===== config.mk =====
export PLATFORM = sky130hd
export DESIGN_NAME = bdm_regfile
export DESIGN_NICKNAME = d
export VERILOG_FILES = /design/src/bdm_pkg.sv /design/src/bdm_regfile.sv /design/src/bdm_addr_gen.sv
export SDC_FILE = /design/constraint.sdc
export NUM_CORES = 2
export LEC_CHECK = 0
export BUFFER_PORTS_ARGS = -buffer_cell sky130_fd_sc_hd__clkbuf_2
export CORE_UTILIZATION = 53
export CTS_CLUSTER_SIZE = 40
export DETAILED_ROUTE_END_ITERATION = 6
export PLACE_DENSITY = 0.71
export RECOVER_POWER = 25
export SKIP_LAST_GASP = 1
export SLEW_MARGIN = 20
export SYNTH_ARGS = -nofsm -noshare
export SYNTH_HDL_FRONTEND = slang
export SYNTH_SLANG_ARGS = --single-unit

===== constraint.sdc =====
create_clock -name i_clk_sys -period 3.4 [get_ports i_clk_sys]
set_input_delay 0.51 -clock i_clk_sys [delete_from_list [all_inputs] [get_ports i_clk_sys]]
set_output_delay 0.51 -clock i_clk_sys [all_outputs]
set_load 0.005 [all_outputs]

===== src/bdm_pkg.sv =====
// Constants, types and decode helpers for the banked data memory.
`default_nettype none
package bdm_pkg;
  localparam int BDM_DATA_W = 8;
  localparam int BDM_SEL_W = 5;
  localparam int BDM_BANK_CNT = 16;
  localparam int BDM_BANK_REGS = 16;
  localparam int BDM_GLOBAL_REGS = 15;
  localparam int BDM_GLOBAL_SLOTS = 16;
  localparam logic [4:0] BDM_SEL_INDIRECT = 5'h00;
  localparam logic [4:0] BDM_SEL_DIRECT_LAST = 5'h0F;
  localparam logic [7:0] BDM_GADDR_WINDOW = 8'h00;
  localparam logic [7:0] BDM_GADDR_TICK = 8'h01;
  localparam logic [7:0] BDM_GADDR_FSR = 8'h04;
  localparam logic [7:0] BDM_GADDR_PORT_FIRST = 8'h07;
  localparam logic [7:0] BDM_GADDR_PORT_LAST = 8'h09;
  localparam logic [7:0] BDM_GADDR_SFR_LAST = 8'h09;
  localparam logic [7:0] BDM_FSR_RESET = 8'h00;
  localparam logic [7:0] BDM_MEM_RESET = 8'h00;
  localparam logic [7:0] BDM_READ_NONE = 8'h00;
  localparam int BDM_FSR_CLR_BIT = 4;
  localparam logic [2:0] BDM_PORT_PRESENT_DEF = 3'h7;

  typedef enum logic [1:0] {BDM_MODE_INDIRECT, BDM_MODE_DIRECT, BDM_MODE_SEMI} bdm_mode_t;
  typedef enum logic [2:0] {BDM_TGT_NONE, BDM_TGT_BANK, BDM_TGT_GLOB, BDM_TGT_FSR, BDM_TGT_SFR,
                            BDM_TGT_ACCUM} bdm_target_t;

  // Addressing mode carried by a register select field.
  function automatic bdm_mode_t bdm_mode_of(input logic [4:0] sel);
    if (sel == BDM_SEL_INDIRECT)
      return BDM_MODE_INDIRECT;
    else if (sel <= BDM_SEL_DIRECT_LAST)
      return BDM_MODE_DIRECT;
    else
      return BDM_MODE_SEMI;
  endfunction
endpackage
`default_nettype wire


===== src/bdm_regfile.sv =====
// Banked data memory: pointer, bank storage, global storage and special-register routing.
`timescale 1ns/1ps
`default_nettype none
module bdm_regfile
  import bdm_pkg::*;
#(
  parameter logic [2:0] PORT_PRESENT = BDM_PORT_PRESENT_DEF
)
(
  input wire logic i_clk_sys, // System clock
  input wire logic i_arst_n, // Asynchronous reset, active low
  input wire logic [4:0] i_reg_select_field, // Select field of the current instruction
  input wire logic i_rd_en, // Read request
  input wire logic i_wr_en, // Whole-byte write request
  input wire logic [7:0] i_wr_data, // Whole-byte write data
  input wire logic i_bit_en, // Single-bit write request
  input wire logic [2:0] i_bit_idx, // Bit position for a single-bit write
  input wire logic i_bit_val, // Value for a single-bit write
  input wire logic i_bank_sel_en, // Bank-select instruction
  input wire logic [2:0] i_bank_sel_bits, // Bank bits 7-5 from the opcode
  input wire logic i_option_extension_config_word_a, // Config_word_a bit, 0 allows accumulator mapping
  input wire logic i_counter_vs_accum_map, // Option bit, 0 maps accumulator at 01h
  input wire logic [7:0] i_accum, // Accumulator value
  input wire logic [7:0] i_sfr_rdata, // Read data of the selected special register
  output logic [7:0] o_rd_data, // Read data, one cycle after the request
  output logic o_rd_valid, // Read data valid
  output logic [7:0] o_file_select_pointer, // Pointer value
  output logic [3:0] o_sfr_sel, // Special register being addressed now
  output logic o_sfr_wr, // Special register write strobe
  output logic [3:0] o_sfr_waddr, // Special register write address
  output logic [7:0] o_sfr_wdata, // Special register write data
  output logic o_accum_wr, // Accumulator write strobe
  output logic [7:0] o_accum_wdata // Accumulator write data
);
  logic [7:0] file_select_pointer;
  logic [7:0] bank_mem [0:BDM_BANK_CNT*BDM_BANK_REGS-1];
  logic [7:0] glob_mem [0:BDM_GLOBAL_SLOTS-1];
  logic acc_global;
  logic [7:0] acc_index;
  logic acc_null;
  bdm_mode_t acc_mode;
  bdm_target_t target;
  logic [1:0] port_slot;
  logic [7:0] cur_val;
  logic [7:0] bit_mask;
  logic [7:0] next_wdata;
  logic do_write;

  bdm_addr_gen u_addr_gen (
    .i_reg_select_field(i_reg_select_field),
    .i_file_select_pointer(file_select_pointer),
    .o_global(acc_global),
    .o_index(acc_index),
    .o_null(acc_null),
    .o_mode(acc_mode)
  );

  assign port_slot = 2'(acc_index - BDM_GADDR_PORT_FIRST);

  always_comb
  begin
    if (acc_null)
      target = BDM_TGT_NONE;
    else if (!acc_global)
      target = BDM_TGT_BANK;
    else if (acc_index == BDM_GADDR_TICK && !i_option_extension_config_word_a && !i_counter_vs_accum_map)
      target = BDM_TGT_ACCUM;
    else if (acc_index == BDM_GADDR_FSR)
      target = BDM_TGT_FSR;
    else if (acc_index >= BDM_GADDR_PORT_FIRST && acc_index <= BDM_GADDR_PORT_LAST)
      target = PORT_PRESENT[port_slot] ? BDM_TGT_SFR : BDM_TGT_GLOB;
    else if (acc_index <= BDM_GADDR_SFR_LAST)
      target = BDM_TGT_SFR;
    else
      target = BDM_TGT_GLOB;
  end

  always_comb
  begin
    unique case (target)
      BDM_TGT_BANK: cur_val = bank_mem[acc_index];
      BDM_TGT_GLOB: cur_val = glob_mem[acc_index[3:0]];
      BDM_TGT_FSR: cur_val = file_select_pointer;
      BDM_TGT_SFR: cur_val = i_sfr_rdata;
      BDM_TGT_ACCUM: cur_val = i_accum;
      default: cur_val = BDM_READ_NONE;
    endcase
  end

  // A single-bit write modifies the current contents of the addressed register.
  assign bit_mask = 8'(8'h01 << i_bit_idx);
  assign next_wdata = i_bit_en ? (i_bit_val ? (cur_val | bit_mask) : (cur_val & ~bit_mask)) : i_wr_data;
  assign do_write = i_wr_en | i_bit_en;
  assign o_sfr_sel = acc_index[3:0];
  assign o_file_select_pointer = file_select_pointer;

  always_ff @(posedge i_clk_sys or negedge i_arst_n)
  begin
    if (!i_arst_n)
      file_select_pointer <= BDM_FSR_RESET;
    else if (do_write && target == BDM_TGT_FSR)
      file_select_pointer <= next_wdata;
    else if (i_bank_sel_en)
      file_select_pointer <= {i_bank_sel_bits, 1'b0, file_select_pointer[3:0]};
  end

  always_ff @(posedge i_clk_sys or negedge i_arst_n)
  begin
    if (!i_arst_n)
    begin
      for (int i = 0; i < BDM_BANK_CNT*BDM_BANK_REGS; i++)
        bank_mem[i] <= BDM_MEM_RESET;
    end
    else if (do_write && target == BDM_TGT_BANK)
      bank_mem[acc_index] <= next_wdata;
  end

  always_ff @(posedge i_clk_sys or negedge i_arst_n)
  begin
    if (!i_arst_n)
    begin
      for (int i = 0; i < BDM_GLOBAL_SLOTS; i++)
        glob_mem[i] <= BDM_MEM_RESET;
    end
    else if (do_write && target == BDM_TGT_GLOB)
      glob_mem[acc_index[3:0]] <= next_wdata;
  end

  always_ff @(posedge i_clk_sys or negedge i_arst_n)
  begin
    if (!i_arst_n)
    begin
      o_rd_data <= BDM_READ_NONE;
      o_rd_valid <= 1'b0;
    end
    else
    begin
      o_rd_valid <= i_rd_en;
      if (i_rd_en)
        o_rd_data <= cur_val;
    end
  end

  always_ff @(posedge i_clk_sys or negedge i_arst_n)
  begin
    if (!i_arst_n)
    begin
      o_sfr_wr <= 1'b0;
      o_sfr_waddr <= 4'h0;
      o_sfr_wdata <= BDM_MEM_RESET;
      o_accum_wr <= 1'b0;
      o_accum_wdata <= BDM_MEM_RESET;
    end
    else
    begin
      o_sfr_wr <= do_write && target == BDM_TGT_SFR;
      o_accum_wr <= do_write && target == BDM_TGT_ACCUM;
      if (do_write)
      begin
        o_sfr_waddr <= acc_index[3:0];
        o_sfr_wdata <= next_wdata;
        o_accum_wdata <= next_wdata;
      end
    end
  end
endmodule // bdm_regfile
`default_nettype wire


===== src/bdm_addr_gen.sv =====
// Address generator: turns a register select field and the pointer into a target.
`timescale 1ns/1ps
`default_nettype none
module bdm_addr_gen
  import bdm_pkg::*;
(
  input wire logic [4:0] i_reg_select_field, // Select field of the instruction
  input wire logic [7:0] i_file_select_pointer, // Current pointer value
  output logic o_global, // Target lies in the global bank
  output logic [7:0] o_index, // Global address or {bank, register}
  output logic o_null, // Indirect access through a zero pointer
  output bdm_mode_t o_mode // Decoded addressing mode
);
  always_comb
  begin
    o_mode = bdm_mode_of(i_reg_select_field);
    o_null = 1'b0;
    unique case (o_mode)
      BDM_MODE_INDIRECT:
      begin
        o_index = i_file_select_pointer;
        o_global = (i_file_select_pointer[7:4] == 4'h0);
        o_null = (i_file_select_pointer == BDM_GADDR_WINDOW);
      end
      BDM_MODE_DIRECT:
      begin
        o_index = {3'h0, i_reg_select_field};
        o_global = 1'b1;
      end
      BDM_MODE_SEMI:
      begin
        o_index = {i_file_select_pointer[7:4], i_reg_select_field[3:0]};
        o_global = 1'b0;
      end
      default:
      begin
        o_index = BDM_GADDR_WINDOW;
        o_global = 1'b1;
      end
    endcase
  end
endmodule // bdm_addr_gen
`default_nettype wire


==> impl_metrics.py <==
metrics = {
    "outcome": {
        "status": "complete, but fails checks",
        "violations": "design-rule violations, max-capacitance violations, max-slew violations, negative setup slack",
    },
    "synth": {
        "synth_largest_area_cell": "dfrtp_1",
        "synth-main-ff-cell": "dfrtp_1",
        "synthTopCellsByArea": "dfrtp_1, nor2_1, a21oi_1, a31oi_1, nand2_1",
        "netlist_instances": 10900,
        "yosysWarningCount": 0,
        "ys_types": 80,
        "synth-seq-area-share_pct": 54.1,
        "syn-cell-area_mm2": 0.102,
        "yosysTopAreaCellShare_pct": 54.1,
        "synth_edf_count": 0,
        "ys_ff_latch": 2207,
        "synth_async_sr_flop_share_pct": 100,
        "syn_nets": 10900,
        "avgSynthCellArea_um2": 9.38,
    },
    "global_route": {
        "grt_pass1_vias": 89000,
        "grt.total_usage_pct": 40.7,
        "grt-ovfl-total": 0,
        "grt_pass1_wl_mm": 585,
        "antenna_found_initial": 23,
        "grt_max_degree": 129,
    },
    "floorplan": {
        "die_h_um": 441,
        "ios": 87,
        "initial_utilization_pct": 53.5,
        "die_w_um": 441,
        "core-area_mm2": 0.191,
        "fp-row-count": 160,
        "die-area_mm2": 0.194,
    },
    "clocking": {
        "clk_pin_slew_ps": 70,
        "cts_buffer_depth": 3,
        "htree_num_levels": 4,
        "cts_tree": "built",
        "insertion_delay_ps": 910,
        "cts.sink_count": 2207,
        "cts_root_buffer": "clkbuf_16",
        "cts_buffers": 225,
    },
    "setup_path": {
        "arrival_ps": 5130,
        "slowest_stage": "a211oi_4",
        "critPathBufInv": 10,
        "cp_common_cell": "buf_4",
        "worstSetupPathType": "reg2reg",
        "cp_max_fo": 10,
        "required_ps": 4160,
        "cpPeakStageDelay_ps": 620,
        "crit_path_end_kind": "flop",
        "path_cells": "nor2b_4 -> a21oi_4 -> bufinv_16 -> buf_16 -> nor3_4 -> buf_12 -> buf_4 -> o21ai_0 -> o221ai_1 -> nor4_1 -> buf_4 -> a211oi_4 -> buf_4 -> a211oi_4 -> buf_4 -> o221ai_4 -> buf_12 -> buf_12 -> buf_6 -> a21oi_1",
        "start_kind": "flop",
        "crit_family": "buffers and inverters",
    },
    "finish": {
        "area_growth_pct": 22.6,
        "fill_cells": 14500,
        "layout-drive-gt1-share_pct": 20.7,
        "nets": 11700,
        "fin_util_pct": 65.6,
    },
    "placed_design": {
        "portBuffers": 86,
        "dpl.hpwl_mm": 268,
        "gp_congestion": 1.05,
    },
    "power_and_ir_drop": {
        "switching_power_mw": 18.3,
        "swShare_pct": 28.4,
        "power.density_mw_per_mm2": 515,
        "power_frac_seq_pct": 44.6,
        "internal_power_mw": 46.1,
        "ir_drop_uv": 641,
        "pwr-share-clk_pct": 39.8,
        "total_power_mw": 64.4,
        "p_comb_share_pct": 15.6,
        "leakagePower_nw": 57.0,
    },
    "route": {
        "drt_iter0_drc": 12700,
        "drc": 2,
        "antenna_left": 0,
        "drt_wl_total_mm": 406,
        "vias": 93800,
        "wl_per_cell_um": 28.3,
        "viasPerCell": 6.52,
        "drt_first_pass_iters": 7,
    },
    "timing": {
        "setup_ws_ps": -962,
        "finalClockSkew_ps": 50.5,
        "period_share_pct": 128,
        "fmax_mhz": 229,
        "finalHoldViolCount": 0,
        "setup_viol": 3206,
        "worstMarginPinSlew_ps": 3090,
        "rsz0062_at_grt": "true",
        "slew_headroom_pct": -106,
        "min_period_ps": 4360,
        "maxSlewViolCount": 68,
    },
    "worst_hold_path": {
        "min_path_type": "in2reg",
    },
    "job": {
        "max-cap-violations": 1,
    },
}
==> worst register-to-register path: cells and delay by family, from the launching register on <==
family          cells  cell delay [ps]
simple gates        3              480
buf+inv            10             1960
compound gates      7             1370
flops               1              380
==> worst paths after layout <==
kind	cells after the start	to	startpoint	slack, ps
min reg2reg	0	glob_mem[100]$_DFFE_PN0P_	glob_mem[100]$_DFFE_PN0P_	370
min in group asynchronous	2	bank_mem[1979]$_DFFE_PN0P_	i_arst_n	1130
min	3	o_file_select_pointer[4]$_DFFE_PN0P_	i_wr_data[4]	60
max in group asynchronous	4	bank_mem[784]$_DFFE_PN0P_	i_arst_n	-470
max reg2reg	20	bank_mem[1376]$_DFFE_PN0P_	o_file_select_pointer[3]$_DFFE_PN0P_	-960
max	20	bank_mem[1376]$_DFFE_PN0P_	o_file_select_pointer[3]$_DFFE_PN0P_	-960
==> cell usage after synthesis, drive strengths merged (4+ instances only) <==
cell and instances:
nor4 26, mux2 21, a22o 6, a31oi 862
a211oi 167, or3 7, o211ai 16, and4 4
or2 8, o221ai 11, o22ai 49, nand3 280
o41ai 5, buf 428, clkbuf 691, o22a 10
o21ai 335, mux4 143, o2111ai 16, nor3 44
nand4 19, dfrtp 2207, a221oi 106, a21oi 1238
inv 89, a2111oi 21, nand2b 8, nand2 1168
a22oi 56, a311oi 37, a32oi 31, and3 13
nor2b 87, a221o 5, o31ai 104, mux2i 347
nor2 2171
==> layout make-up <==
cell class	instances	area [um^2]	area share, %
inverters	89	397	0.317
clock inverters	75	937	0.749
multi-input cells	7460	42300	33.8
flip-flops and latches	2207	55200	44.1
diodes	21	52.6	0.0420
well taps	2511	3140	2.51
repair buffers	1673	16300	13.0
repair inverters	3	28.8	0.0230
clock buffers	340	6700	5.35
==> kinds of logic (layout without fill, tap and decap cells) <==
family / Yosys count / after routing / synth area share (%)
simple gates: 3844 / 3844 / 15.0
compound gates: 3105 / 3105 / 18.3
flops: 2207 / 2207 / 54.1
buf+inv: 1208 / 2180 / 5.73
mux: 511 / 511 / 6.79
other cells: 0 / 21 / 0
==> timing repair <==
item / 4_1_cts / 5_1_grt
gates resized for setup: 126 / 89
setup buffers: 34 / 31
hold endpoints to repair: 48 / 0
pin swaps: 26 / 30
endpoints found under the setup margin: 2120 / 2120
gates cloned: 17 / 20
hold buffers: 5 / 0
==> through the flow <==
stage | setup TNS (ps) | hold slack, ps | std cells | area (um^2) | setup slack, ps
3_3_place_gp | -2973300 | 360 | 13800 | 115000 | -2030
6_report | -1823700 | 58.0 | 14400 | 125000 | -962
4_1_cts | -1291860 | 11.0 | 14300 | 124000 | -714
2_1_floorplan | -1163200 | 214 | 10900 | 103000 | -762
5_1_grt | -1894200 | 49.8 | 14400 | 125000 | -867
3_5_place_dp | -2991570 | 361 | 13800 | 115000 | -2070
==> power by group through the flow <==
stage          combinational (mW)  sequential [mW]  clock (mW)
2_1_floorplan                4.84             28.9           0
3_3_place_gp                 8.64             29.1           0
3_5_place_dp                 8.85             29.2           0
4_1_cts                      9.30             28.7        25.6
5_1_grt                      10.4             28.9        26.7
6_report                     10.0             28.7        25.7
==> state kept, by name (all words and copies together) (netlist names) <==
name,flops
o_rd_valid,1
o_sfr_wr,1
o_file_select_pointer,8
bank_mem,2048
glob_mem,128
o_accum_wr,1
o_sfr_waddr,4
o_accum_wdata,8
o_rd_data,8
==> placed cells by master, fill, tap and decap left out, drive strengths merged, types with 26 or more instances in the layout <==
cell type / n
o22ai: 49
buf: 1534
nand2: 1168
a31oi: 862
nand3: 280
mux2i: 347
a32oi: 31
mux4: 143
nor2b: 87
clkbuf: 460
a211oi: 167
a21oi: 1238
clkinv: 46
a22oi: 56
o21ai: 335
nor2: 2171
a221oi: 106
nor3: 44
inv: 98
o31ai: 104
a311oi: 37
dfrtp: 2207
nor4: 26
==> per-layer routing <==
metal,wire [um],GRT usage (%)
met1,145000,52.3
met2,170000,57.8
met3,55900,13.6
met4,34300,29.0
met5,170,0
No activity file was read; power rests on OpenSTA's default activity.
